<file path="src/inc/pin_change_interrupt_pkg.sv">
package pin_change_interrupt_pkg;

	// ----------------------------------------
	// Port geometry
	// ----------------------------------------
	localparam int         NUM_PORTS   = 3;
	localparam int         PORT_WIDTH  = 8;
	localparam int         FIRST_PORT  = 0;
	localparam int         SECOND_PORT = 1;
	localparam int         THIRD_PORT  = 2;
	// Second port exists only on the larger variants
	localparam logic       SECOND_PORT_PRESENT = 1'b1;
	localparam logic [7:0] FIRST_PORT_MASK     = 8'h3F;
	localparam logic [7:0] SECOND_PORT_MASK    = 8'hF0;
	localparam logic [7:0] THIRD_PORT_MASK     = 8'hFF;

	// ----------------------------------------
	// Register map (byte addresses)
	// ----------------------------------------
	localparam int         ADDR_WIDTH      = 8;
	localparam logic [7:0] PORT_STRIDE     = 8'h10;
	localparam logic [3:0] RISE_ENABLE_OFS = 4'h0;
	localparam logic [3:0] FALL_ENABLE_OFS = 4'h4;
	localparam logic [3:0] CHANGE_FLAG_OFS = 4'h8;
	localparam logic [7:0] INTERRUPT_CONTROL_ADDR = 8'h30;
	localparam logic [7:0] IRQ_STATUS_ADDR        = 8'h34;
	localparam logic [7:0] IRQ_MASK_ADDR          = 8'h38;

	// ----------------------------------------
	// Field positions and reset values
	// ----------------------------------------
	localparam int          CTRL_MASTER_ENABLE_BIT = 0;
	localparam int          CTRL_SUMMARY_FLAG_BIT  = 1;
	localparam logic [7:0]  PORT_RESET       = 8'h00;
	localparam logic [2:0]  IRQ_RESET        = 3'h0;
	localparam logic [31:0] BUS_DATA_RESET   = 32'h00000000;
	localparam logic [1:0]  PRIME_CYCLES     = 2'h2;

	// ----------------------------------------
	// Register selector
	// ----------------------------------------
	typedef enum logic [2:0] {
		SEL_NONE,
		SEL_RISE,
		SEL_FALL,
		SEL_FLAG,
		SEL_CTRL,
		SEL_STAT,
		SEL_MASK
	} reg_sel_e;

endpackage

</file>
<file path="src/design/pin_change_interrupt.sv">
// What this block does
// RQ1: Every implemented pin can raise an edge interrupt, alone or combined, either direction.
// RQ2: changeIrq is gated by master enable, irq is not; detection and flags keep working when clear.
// RQ3: Each pin has a rising detector armed only by its rise enable bit.
// RQ4: Each pin has a falling detector armed only by its fall enable bit.
// RQ5: Both enables set means edges of both directions are caught.
// RQ6: An enabled edge sets the pin's sticky flag until software clears it.
// RQ7: Summary flag in control register is the OR of all pin flags.
// RQ8: Writing zero clears a flag, but an edge during the write keeps it set.
// RQ9: Software should clear flags only by masking off flags already seen.
// RQ10: With master enable set, a detected enabled edge wakes the device from sleep.
// RQ11: An edge seen in sleep is in the flag register from the same clock edge that signals wake.
// RQ12: First port uses bits 5..0; upper bits read zero.
// RQ13: Second port, when present, uses bits 7..4; lower bits read zero.
// RQ14: Pins are synchronised, edges found by comparing current and previous samples.
`timescale 1ns/1ps
`default_nettype none

module pin_change_interrupt
	import pin_change_interrupt_pkg::*;
(
	// Clock and reset
	input  wire logic                  ref_clk,
	input  wire logic                  sys_rst,
	// Wishbone slave
	input  wire logic                  wb_cyc_i,
	input  wire logic                  wb_stb_i,
	input  wire logic                  wb_we_i,
	input  wire logic [ADDR_WIDTH-1:0] wb_adr_i,
	input  wire logic [3:0]            wb_sel_i,
	input  wire logic [31:0]           wb_dat_i,
	output logic      [31:0]           wb_dat_o,
	output logic                       wb_ack_o,
	// Port pins
	input  wire logic [PORT_WIDTH-1:0] firstPortPins,
	input  wire logic [PORT_WIDTH-1:0] secondPortPins,
	input  wire logic [PORT_WIDTH-1:0] thirdPortPins,
	// Core side
	input  wire logic                  sleepMode,
	output logic                       changeIrq,
	output logic                       wakeReq,
	output logic                       irq
);

	// ----------------------------------------
	// Types and helpers
	// ----------------------------------------
	typedef logic [NUM_PORTS-1:0][PORT_WIDTH-1:0] port_vec_t;

	typedef struct packed {
		port_vec_t   syncFirst;
		port_vec_t   syncSecond;
		port_vec_t   prevSample;
		port_vec_t   riseEnable;
		port_vec_t   fallEnable;
		port_vec_t   changeFlag;
		logic [1:0]  primeCnt;
		logic        masterEnable;
		logic [2:0]  irqStatus;
		logic [2:0]  irqMask;
		logic        ack;
		logic [31:0] readData;
		logic        wake;
	} state_s;

	// Implemented bits of each port
	function automatic logic [7:0] portMask(input int p);
		logic [7:0] m;
		m = THIRD_PORT_MASK;
		if (p == FIRST_PORT) begin
			m = FIRST_PORT_MASK; // see RQ12
		end else if (p == SECOND_PORT) begin
			m = SECOND_PORT_PRESENT ? SECOND_PORT_MASK : PORT_RESET; // see RQ13
		end
		return m;
	endfunction

	function automatic reg_sel_e regSel(input logic [ADDR_WIDTH-1:0] a);
		reg_sel_e s;
		s = SEL_NONE;
		if (a == INTERRUPT_CONTROL_ADDR) begin
			s = SEL_CTRL;
		end else if (a == IRQ_STATUS_ADDR) begin
			s = SEL_STAT;
		end else if (a == IRQ_MASK_ADDR) begin
			s = SEL_MASK;
		end else if (a < 8'(NUM_PORTS) * PORT_STRIDE) begin
			unique case (a[3:0])
				RISE_ENABLE_OFS: s = SEL_RISE;
				FALL_ENABLE_OFS: s = SEL_FALL;
				CHANGE_FLAG_OFS: s = SEL_FLAG;
				default:         s = SEL_NONE;
			endcase
		end
		return s;
	endfunction

	function automatic int portIndex(input logic [ADDR_WIDTH-1:0] a);
		return int'(a[5:4]);
	endfunction

	state_s    cur_q;
	state_s    nxt_d;
	port_vec_t pinsIn;
	port_vec_t riseHit;
	port_vec_t fallHit;
	port_vec_t edgeHit;

	assign pinsIn[FIRST_PORT]  = firstPortPins;
	assign pinsIn[SECOND_PORT] = secondPortPins;
	assign pinsIn[THIRD_PORT]  = thirdPortPins;

	// ----------------------------------------
	// Edge detectors
	// ----------------------------------------
	genvar gp;
	generate
		for (gp = 0; gp < NUM_PORTS; gp++) begin : gen_edge
			// see RQ3
			assign riseHit[gp] = cur_q.syncSecond[gp] & ~cur_q.prevSample[gp] & cur_q.riseEnable[gp];
			// see RQ4
			assign fallHit[gp] = ~cur_q.syncSecond[gp] & cur_q.prevSample[gp] & cur_q.fallEnable[gp];
			// Detection waits until primeCnt reaches PRIME_CYCLES, when syncSecond holds a real sample but prevSample
			// still holds the reset zero, so a pin high at reset can still fake a rising edge. see RQ5 RQ1
			assign edgeHit[gp] = (riseHit[gp] | fallHit[gp]) & portMask(gp) & {PORT_WIDTH{cur_q.primeCnt == PRIME_CYCLES}};
		end
	endgenerate

	// ----------------------------------------
	// Next state
	// ----------------------------------------
	always_comb begin
		reg_sel_e  sel;
		int        pi;
		logic      access;
		logic      doWrite;
		logic [7:0] wbyte;
		logic [7:0] rbyte;
		logic      summary;
		logic [2:0] portEvent;

		nxt_d     = cur_q;
		sel       = regSel(wb_adr_i);
		pi        = portIndex(wb_adr_i);
		access    = wb_cyc_i & wb_stb_i & ~cur_q.ack;
		doWrite   = access & wb_we_i & wb_sel_i[0];
		wbyte     = wb_dat_i[7:0];
		rbyte     = 8'h00;
		summary   = |cur_q.changeFlag; // see RQ7
		portEvent = 3'h0;

		// Two-stage synchroniser then one history stage. see RQ14
		nxt_d.syncFirst  = pinsIn;
		nxt_d.syncSecond = cur_q.syncFirst;
		nxt_d.prevSample = cur_q.syncSecond;
		if (cur_q.primeCnt != PRIME_CYCLES) begin
			nxt_d.primeCnt = cur_q.primeCnt + 2'h1;
		end

		// Register writes
		if (doWrite) begin
			unique case (sel)
				SEL_RISE: nxt_d.riseEnable[pi] = wbyte & portMask(pi);
				SEL_FALL: nxt_d.fallEnable[pi] = wbyte & portMask(pi);
				SEL_FLAG: nxt_d.changeFlag[pi] = wbyte & portMask(pi); // see RQ8
				SEL_CTRL: nxt_d.masterEnable   = wbyte[CTRL_MASTER_ENABLE_BIT];
				SEL_MASK: nxt_d.irqMask        = wbyte[2:0];
				SEL_STAT,
				SEL_NONE: ;
			endcase
		end

		// Reads
		unique case (sel)
			SEL_RISE: rbyte = cur_q.riseEnable[pi] & portMask(pi);
			SEL_FALL: rbyte = cur_q.fallEnable[pi] & portMask(pi);
			SEL_FLAG: rbyte = cur_q.changeFlag[pi] & portMask(pi);
			SEL_CTRL: begin
				rbyte[CTRL_MASTER_ENABLE_BIT] = cur_q.masterEnable;
				rbyte[CTRL_SUMMARY_FLAG_BIT]  = summary;
			end
			SEL_STAT: rbyte = {5'h00, cur_q.irqStatus};
			SEL_MASK: rbyte = {5'h00, cur_q.irqMask};
			SEL_NONE: rbyte = 8'h00;
		endcase

		// Read of the status register clears it
		if (access & ~wb_we_i & (sel == SEL_STAT)) begin
			nxt_d.irqStatus = IRQ_RESET;
		end

		// Edges come last so that a set beats any clearing write. see RQ6 RQ8
		for (int p = 0; p < NUM_PORTS; p++) begin
			nxt_d.changeFlag[p] = nxt_d.changeFlag[p] | edgeHit[p];
			portEvent[p]        = |edgeHit[p];
		end
		nxt_d.irqStatus = nxt_d.irqStatus | portEvent;

		// Wake pulse rises on the same edge that stores the flag, so the flag is
		// already readable when the core resumes. see RQ10 RQ11
		nxt_d.wake = sleepMode & cur_q.masterEnable & (|portEvent);

		// Classic Wishbone: one-cycle answer, every address acknowledged
		nxt_d.ack      = access;
		nxt_d.readData = access ? {24'h000000, rbyte} : BUS_DATA_RESET;
	end

	// ----------------------------------------
	// State register
	// ----------------------------------------
	always_ff @(posedge ref_clk) begin
		if (sys_rst) begin
			cur_q.syncFirst    <= '0;
			cur_q.syncSecond   <= '0;
			cur_q.prevSample   <= '0;
			cur_q.riseEnable   <= '0;
			cur_q.fallEnable   <= '0;
			cur_q.changeFlag   <= '0;
			cur_q.primeCnt     <= 2'h0;
			cur_q.masterEnable <= 1'b0;
			cur_q.irqStatus    <= IRQ_RESET;
			cur_q.irqMask      <= IRQ_RESET;
			cur_q.ack          <= 1'b0;
			cur_q.readData     <= BUS_DATA_RESET;
			cur_q.wake         <= 1'b0;
		end else begin
			cur_q <= nxt_d;
		end
	end

	// ----------------------------------------
	// Outputs
	// ----------------------------------------
	assign wb_ack_o  = cur_q.ack;
	assign wb_dat_o  = cur_q.readData;
	assign changeIrq = cur_q.masterEnable & (|cur_q.changeFlag); // see RQ2
	assign wakeReq   = cur_q.wake;
	assign irq       = |(cur_q.irqStatus & cur_q.irqMask);

endmodule

`default_nettype wire

</file>
<file path="config.mk">
export PLATFORM = sky130hd
export DESIGN_NAME = pin_change_interrupt
export DESIGN_NICKNAME = d
export VERILOG_FILES = /design/src/inc/pin_change_interrupt_pkg.sv /design/src/design/pin_change_interrupt.sv
export SDC_FILE = /design/constraint.sdc
export NUM_CORES = 1
export LEC_CHECK = 0
export BUFFER_PORTS_ARGS = -buffer_cell sky130_fd_sc_hd__buf_2
export CORE_MARGIN = 4
export CORE_UTILIZATION = 49
export DETAILED_ROUTE_END_ITERATION = 10
export PLACE_DENSITY = 0.84
export SLEW_MARGIN = 20
export SYNTH_ARGS = -nofsm -noshare
export SYNTH_HDL_FRONTEND = slang
export SYNTH_SLANG_ARGS = --single-unit
</file>
<file path="constraint.sdc">
create_clock -name ref_clk -period 1.8 [get_ports ref_clk]
set_clock_uncertainty 0.2 [all_clocks]
set_input_delay 0 -clock ref_clk [delete_from_list [all_inputs] [get_ports ref_clk]]
set_output_delay 0 -clock ref_clk [all_outputs]
set_load 0.1 [all_outputs]
</file>
# After elaboration in Yosys (flattened, before gate mapping)
# Index checks and enable logic that the tools add are counted.
[op_classes]
n_eq_ne = 14
magnitude_cmp = 3
reduce_logical = 15
n_mux = 29
add_sub_neg = 1
bitwise_logic = 47
[ops]
columns = ["operator", "n"]
rows = [
  ["$and 8x8->8", 16],
  ["$mux 8", 11],
  ["$bwmux 24", 3],
  ["$bmux 8 s2", 3],
  ["$mux 24", 2],
  ["$reduce_or 24->1", 2],
  ["$or 8x8->8", 5],
  ["$not 8->8", 4],
  ["$pmux 6 s5", 1],
  ["$and 6x6->6", 4],
  ["$eq 8x6->1 const B", 3],
  ["$reduce_or 8->1", 3],
  ["$demux 8 s2", 1],
  ["$pmux 2 s7", 1],
  ["$mux 3", 4],
  ["$not 6->6", 2],
  ["$and 1x1->1", 9],
  ["$eq 3x3->1 const B", 3],
  ["$and 6x8->8", 1],
  ["$lt 8x6->1 const B", 1],
  ["$reduce_and 2->1", 4],
  ["$eq 3x2->1 const B", 2],
  ["$or 6x6->6", 1],
  ["$pmux 2 s3", 1],
  ["19 further kinds", 22],
]
[word_totals]
wordCells = 135
in_bits = 74
reg_bits = 181

# Logic depth before layout (Yosys ltp)
# Gate-level depths: netlist of run 1.
[logic_depth]
word_depth = 14
depth_mapped = 7

# Least setup slack after synthesis of run 1
# OpenSTA, ideal clock, no wires.
[synth_timing]
path_kind = "reg2reg"
from = "reg cur_q, in the netlist wb_ack_o"
to = "reg cur_q[114] (netlist name)"
synth_period_minus_slack_ns = 2.412
setup_ns = 0.128
arrival_ns = 2.084
n_path_buf = 1
path_stages_with_launch = 7
setup_slack_ns = -0.612
required_time_ns = 1.472
path_cell_list = "dfxtp_1 -> nand3b_1 -> nor2_1 -> clkbuf_1 -> nand3_2 -> mux2i_1 -> nor2_1"
[synth_via]
elab_chain_len = 5
[synth_lines]
columns = ["item", "line", "source"]
rows = [
  ["from (decl)", "pin_change_interrupt.sv:102", "state_s cur_q;"],
  ["from (signal assigned)", "pin_change_interrupt.sv:227", "cur_q <= nxt_d;"],
  ["$not 1->1", "pin_change_interrupt.sv:145", "access = wb_cyc_i & wb_stb_i & ~cur_q.ack;"],
  ["$and 1x1->1", "pin_change_interrupt.sv:145", ""],
  ["$and 1x1->1 (2 in series)", "pin_change_interrupt.sv:146", "doWrite = access & wb_we_i & wb_sel_i[0];"],
  ["$reduce_and 2->1 (no line)", "n/a", ""],
]
# No other way between the ends.
# A chain may end at the register's enable or synchronous reset.

# Final worst setup path of run 1
[layout_timing]
from = "reg cur_q, in the netlist wb_ack_o"
to = "reg cur_q[79] (netlist name)"
# Same word-level chain as after synthesis.

==> impl_metrics.ini, run 1 <==
[outcome]
status = finished, violations left
violations = hold timing, setup timing

[worst_setup_path]
crit_fanout = 5
timing.rr.end = cur_q[79]
crit_start = wb_ack_o
rr_startpoint = wb_ack_o
worstSetupPathType = reg2reg
start_kind = flip-flop
cp-endpoint = cur_q[79]
critPathRequiredTime_ns = 1.87
cp_data_arrival_time_ns = 1.89
r2r_cells = 7
crit_path_end_kind = flip-flop
reg2reg_slack_ns = -0.02

[yosys]
yosys-mux-area-fraction_pct = 10.33
ys_ff_latch = 133
synth_adder_area_share_pct = 0.2237
synth_flop_cell = dfxtp_1
synth.cell_area_sq_um = 5594
synthCells = 603
synth_top_family_by_area = simple AND/OR/NAND/NOR gates
synth-compound-area-share_pct = 9.841
synth_warnings = 0
synth-simple-area-share_pct = 24.85
synth_cell_types = 49
async_flop_share_pct = 0
avgSynthCellArea_sq_um = 9.277
synth_edf_count = 0
synthXorXnorAreaFrac_pct = 0.1566
yosysSeqAreaShare_pct = 47.60

[timing]
setup_viol = 2
worstMarginPinSlew_ns = 0.5664
period_share_pct = 101.3
slew_headroom_pct = 62.24
setup_ws_ns = -0.02272
hold_viol_final = 6
fmax_ghz = 0.5486
tns_ns = -0.04075
slew_viol_final = 0
min_period_ns = 1.823
grt_setup_unrepaired = true
fin_hold_ws_ns = -0.1128

[layout]
design_area_sq_um = 7445
num-fill-cells = 805
antenna_cells = 0
areaGrowthSynthToFinish_pct = 33.08
drive_above_1_share_pct = 23.29
nNetsFinal = 810

[cts]
cts_tree = built
cts_root_buffer = clkbuf_16
clk-insertion-delay-late_ns = 0.41
clkSlewWorstSetupHoldPaths_ns = 0.05
clock-sinks = 133
cts-buffers-inserted = 17
htreeDepth = 4
cts_buffer_depth = 2

[die]
fp.dieH_um = 114.9
core_sq_um = 10980
die-area_sq_um = 13190
dieWidth_um = 114.9
rows = 38
io-pin-count = 110
start_util_pct = 50.93

[place]
place.gp.congestion = 0.9453
io_buffers = 52
dpl.hpwl_um = 9714
postPlaceCellArea_sq_um = 6160

[routing]
wire_per_inst_um = 16.78
wl_um = 14890
antenna_left = 0
dr_total_vias = 4814
firstDrtPassIters = 5
drc = 0
drt_iter0_drc = 362
via_per_inst = 5.427

[flow_run]
drv_cap = 0

[power_and_ir_drop]
powerDensity_nw_per_um2 = 971.7
peakVddDrop_uv = 653.4
p_leak_nw = 3.293

[global_route]
grt_pass1_vias = 4774
antenna_found_initial = 0
overflow = 0
grt_max_degree = 122
grt_pass1_wl_um = 23620
grt.total_usage_pct = 23.02

[worst_hold_path]
holdCritPathClass = in2reg
min_from = wb_adr_i[1]
-- flip-flops by register name (all words and copies together), names as in the netlist --
| signal | count |
|---|---|
| cur_q | 123 |
| wb_dat_o | 8 |
| wakeReq | 1 |
| wb_ack_o | 1 |
-- final cells by class --
type	count	area, sq um	share of cell area [%]
inverter	5	18.77	0.2521
clock buffer	29	530.5	7.126
tap	140	175.2	2.353
clock inverter	2	36.28	0.4874
sequential	133	2674	35.92
multi-input combinational	425	2798	37.58
timing repair buffer	153	1212	16.29
-- kinds of logic (layout without fill, tap and decap cells) --
kind of cell / Yosys count / count (layout)
AND/OR/NAND/NOR: 253 / 253
adder cells (fa/ha/maj): 1 / 1
AO/OA/AOI/OAI: 90 / 90
flip-flops: 133 / 133
other: 1 / 24
multiplexers: 56 / 56
buffers and inverters: 68 / 189
XOR/XNOR: 1 / 1
-- repair_timing --
item	CTS	global route
gates resized for setup	19	38
hold buffers	52	2
hold endpoints to repair	125	6
pin swaps	6	4
setup endpoints to repair	9	41
buffers inserted	2	2
-- stage by stage --
stage / utilization, % / setup slack [ns] / std cells / total power [mW]
after floorplan: - / -0.02302 / 626 / 3.632
after global placement: 56.08 / -0.1034 / 800 / 3.791
after detailed placement: 56.08 / -0.1702 / 800 / 3.806
after CTS: 66.76 / -0.02291 / 884 / 7.186
after global routing: 67.78 / -0.07640 / 887 / 7.484
final: 67.78 / -0.02272 / 887 / 7.234
-- layer usage --
layer	up-vias	track usage, %	share of wire [%]	wire length (um)
li1	2302	-	-	-
met2	228	37.69	47	6984
met1	2244	27.87	41	6172
met4	0	10.72	3.2	483
met3	40	6.789	8.4	1246
met5	-	0	0	0
-- worst min path at each step --
stage,cells past startpoint,to,slack [ns]
floorplan,1,cur_q[163],-0.07
finish,5,wb_dat_o[5],-0.11
detailed placement,2,cur_q[175],0.01
CTS,5,wb_dat_o[5],-0.13
global route,5,wb_dat_o[5],-0.10
global placement,2,cur_q[182],0.007
-- synthesized netlist by cell type (all sizes together), types with 11 or more instances --
| master | count | area (sq um) |
|---|---|---|
| nand3b | 11 | 82.58 |
| nand2 | 68 | 255.2 |
| buf | 40 | 282.8 |
| nor3 | 11 | 77.57 |
| a21oi | 24 | 120.1 |
| nor2 | 44 | 165.2 |
| and3b | 18 | 157.7 |
| nor2b | 59 | 369.1 |
| dfxtp | 133 | 2663 |
| nand3 | 13 | 87.59 |
| mux2i | 51 | 510.5 |
| o21ai | 30 | 150.1 |
| clkbuf | 23 | 86.33 |
-- critical path: stages (launching register included) --
cell	delay (ns)
dfxtp_4	0.33
nand3b_1	0.23
nor2_4	0.22
buf_4	0.19
nand4_1	0.09
buf_4	0.18
mux2i_1	0.17
nor2_1	0.06
-- power by group --
group          total (mW)  internal [mW]  switching [mW]
combinational       0.902          0.346           0.556
sequential           3.06           3.02          0.0388
clock                3.27           2.12            1.16
-- placed cells by master, fill, tap and decap left out, types with 11 or more instances in the layout --
master,instances
o21ai_0,17
nand2_1,67
and3b_1,18
a21oi_1,24
dfxtp_1,126
nor2b_1,58
nor2_1,41
conb_1,24
mux2i_1,50
nand3b_1,11
buf_4,42
dlygate4sd3_1,53
clkbuf_16,17
buf_2,50
Note: power is estimated with default switching activity, not from simulation.
==> run 2, diff against run 1 <==
--- a/config.mk
+++ b/config.mk
@@ -5,11 +5,12 @@
 export SDC_FILE = /design/constraint.sdc
 export NUM_CORES = 1
 export LEC_CHECK = 0
+export ABC_AREA = 1
 export BUFFER_PORTS_ARGS = -buffer_cell sky130_fd_sc_hd__buf_2
 export CORE_MARGIN = 4
-export CORE_UTILIZATION = 49
+export CORE_UTILIZATION = 50
 export DETAILED_ROUTE_END_ITERATION = 10
-export PLACE_DENSITY = 0.84
+export PLACE_DENSITY = 0.85
 export SLEW_MARGIN = 20
 export SYNTH_ARGS = -nofsm -noshare
 export SYNTH_HDL_FRONTEND = slang
==> run 2 against run 1 <==
  * Via count rose by 23%
  * Design area rose by 4.2%
  * Sequential power rose by 2%
  * Clock power barely moved
  * First-iteration DRC count rose by 120%
  * Synthesized cell count rose by 43%
  * Global-route usage rose by 0.94 points
  * Die area rose by 4.8%
  * Final cell count rose by 30%
  * Register-to-register slack improved by 0.10 ns
  * Maximum frequency rose by 0.93%
  * Total power rose by 2.2%
  * The flow still finishes with violations (hold timing, setup timing)
  * Largest power group unchanged
==> impl_metrics.ini, run 2 <==
[place]
place.gp.congestion = 0.9950
postPlaceCellArea_sq_um = 6442
dp_cells = 1058
dpl.hpwl_um = 10850
io_buffers = 52

[cts]
clock-sinks = 133
clkSlewWorstSetupHoldPaths_ns = 0.06
htreeDepth = 4
cts-buffers-inserted = 17
cts_tree = built
cts_root_buffer = clkbuf_16
cts_buffer_depth = 2
clk-insertion-delay-late_ns = 0.42
ctsHoldBuffers = 59

[die]
start_util_pct = 51.93
dieWidth_um = 117.6
fp.dieH_um = 117.6
core_sq_um = 11560
die-area_sq_um = 13830
rows = 39
io-pin-count = 110

[power_and_ir_drop]
powerDensity_nw_per_um2 = 953.2
p_seq_share_pct = 42.0
p_leak_nw = 3.634
peakVddDrop_uv = 506.2
p_switching_mw = 2.072
pwr-share-clk_pct = 44.5
p_total_mw = 7.396
p_sw_share_pct = 28.01
combPwrFrac_pct = 13.5
p_int_mw = 5.324

[timing]
fmax_ghz = 0.5537
grt_setup_unrepaired = true
min_period_ns = 1.806
setup_ws_ns = -0.006017
hold_viol_final = 2
setup_viol = 1
slew_viol_final = 0
fin_hold_ws_ns = -0.1183
period_share_pct = 100.3

[yosys]
synth_warnings = 0
synth.most_common_cell = nand2_1
synth.cell_area_sq_um = 6006
synth_edf_count = 0
synth_top_area_share_pct = 44.33
synth_common_cells = nand2_1 (176), nor2_1 (144), inv_1 (135), dfxtp_1 (133), o21ai_0 (64)
avgSynthCellArea_sq_um = 6.943
synth_cell_types = 35
synth_area_leaders = dfxtp_1 (44%), nand2_1 (11%), nor2_1 (9.0%)
async_flop_share_pct = 0
synth_flop_cell = dfxtp_1
synthCells = 865
ys_ff_latch = 133
yosysSeqAreaShare_pct = 44.33
synth_top_cell_by_area = dfxtp_1

[worst_setup_path]
cp_slowest_stage_delay_ns = 0.32
critPathRequiredTime_ns = 1.60
path_cells = nor2_2, nand2_1, nor3_2, nand3b_1, nand2_1, inv_2, buf_12
crit_path_end_kind = output pin
worstSetupPathType = reg2out
crit_top_cell = nand2_1
crit_fanout = 2
crit_slowest_cell = dfxtp_2
cp_data_arrival_time_ns = 1.61
start_kind = flip-flop

[global_route]
grt_max_degree = 74
grt_pass1_vias = 5376
grt_pass1_wl_um = 26770
overflow = 0
grt.total_usage_pct = 23.96
antenna_found_initial = 0

[worst_hold_path]
holdCritPathClass = in2reg

[routing]
via_per_inst = 5.140
firstDrtPassIters = 5
wl_um = 16980
drc = 0
dr_total_vias = 5937
wire_per_inst_um = 14.70
drt_iter0_drc = 787
antenna_left = 0

[layout]
areaGrowthSynthToFinish_pct = 29.19
antenna_cells = 0
largest_reg_flops = 123
layout_common_cells = nand2_1 (174), nor2_1 (138), inv_1 (133)
nNetsFinal = 1074
drive_above_1_share_pct = 17.49
design_area_sq_um = 7759
final_common_cell = nand2_1
instances_no_fill = 1155
regMostFlops = cur_q

[outcome]
status = finished, violations left
violations = hold timing, setup timing

[flow_run]
drv_cap = 0
[run 2: cell count changes after synthesis, sizes merged, moves of 9 or more]
cell / change
nor2: +108
o22ai: +12
o21ai: +36
nor2b: -59
buf: +9
inv: +137
a31oi: -9
and3b: -18
nand2: +115
mux2i: -51
clkbuf: -14
nand3: +25
a21oi: +32
[run 2: power by group through the flow]
stage	clock, mW	sequential [mW]	combinational, mW
final	3.29	3.11	0.999
after global routing	3.43	3.12	1.08
after floorplan	0	3.15	0.620
after detailed placement	0	3.16	0.808
after global placement	0	3.16	0.801
after CTS	3.30	3.10	0.908
[run 2: kinds of logic (layout without fill, tap and decap cells)]
group / after synthesis / in the layout / synth area share [%]
AOI/OAI and AO/OA: 142 / 142 / 12.85
buffers and inverters: 203 / 327 / 15.31
and+or+nand+nor: 385 / 385 / 27.23
DFF: 133 / 133 / 44.33
adders and majority gates: 1 / 1 / 0.2083
other: 1 / 24 / 0.06244
[run 2: cell type report]
| class | count | area, sq um |
|---|---|---|
| timing repair buffer | 150 | 1199 |
| clock inverter | 14 | 128.9 |
| sequential | 133 | 2671 |
| inverter | 145 | 561.8 |
| fill | 912 | 3806 |
| clock buffer | 18 | 439.2 |
| tap | 143 | 178.9 |
| multi-input combinational | 552 | 2580 |
[run 2: layer usage]
layer,wire [um],GRT usage [%]
met1,6728,30.40
met2,7852,38.73
met3,1691,6.007
met4,701,10.48
met5,0,0
[run 2: critical path: cells and delay by family (launching register included)]
family	cells	cell delay, ns
simple gates	5	0.65
buf+inv	2	0.20
flops	1	0.32
[run 2: timing repair]
item                                   CTS  global route
resized for setup                        4            35
cloned                                   0             1
endpoints found under the hold margin  124             1
pin swaps                                2            12
setup endpoints to repair                1            28
setup buffers                            0             6
[run 2: stage by stage]
step | util, % | setup WS (ns) | setup TNS [ns]
2_1_floorplan | - | 0.02932 | 0
3_3_place_gp | 55.71 | 0.03899 | 0
3_5_place_dp | 55.71 | 0.01981 | 0
4_1_cts | 65.84 | 0.0008098 | 0
5_1_grt | 67.09 | -0.1132 | -0.8576
6_report | 67.09 | -0.006017 | -0.006017
[run 2: path summary, 6_finish.rpt]
path	from	end	slack [ns]	cells after the start
hold reg to reg	cur_q[175]	cur_q[151]	0.20	2
setup reg to reg	wb_ack_o	cur_q[66]	0.08	8
hold / removal	wb_adr_i[0]	cur_q[40]	-0.12	6
setup / recovery	cur_q[58]	changeIrq	-0.006	7
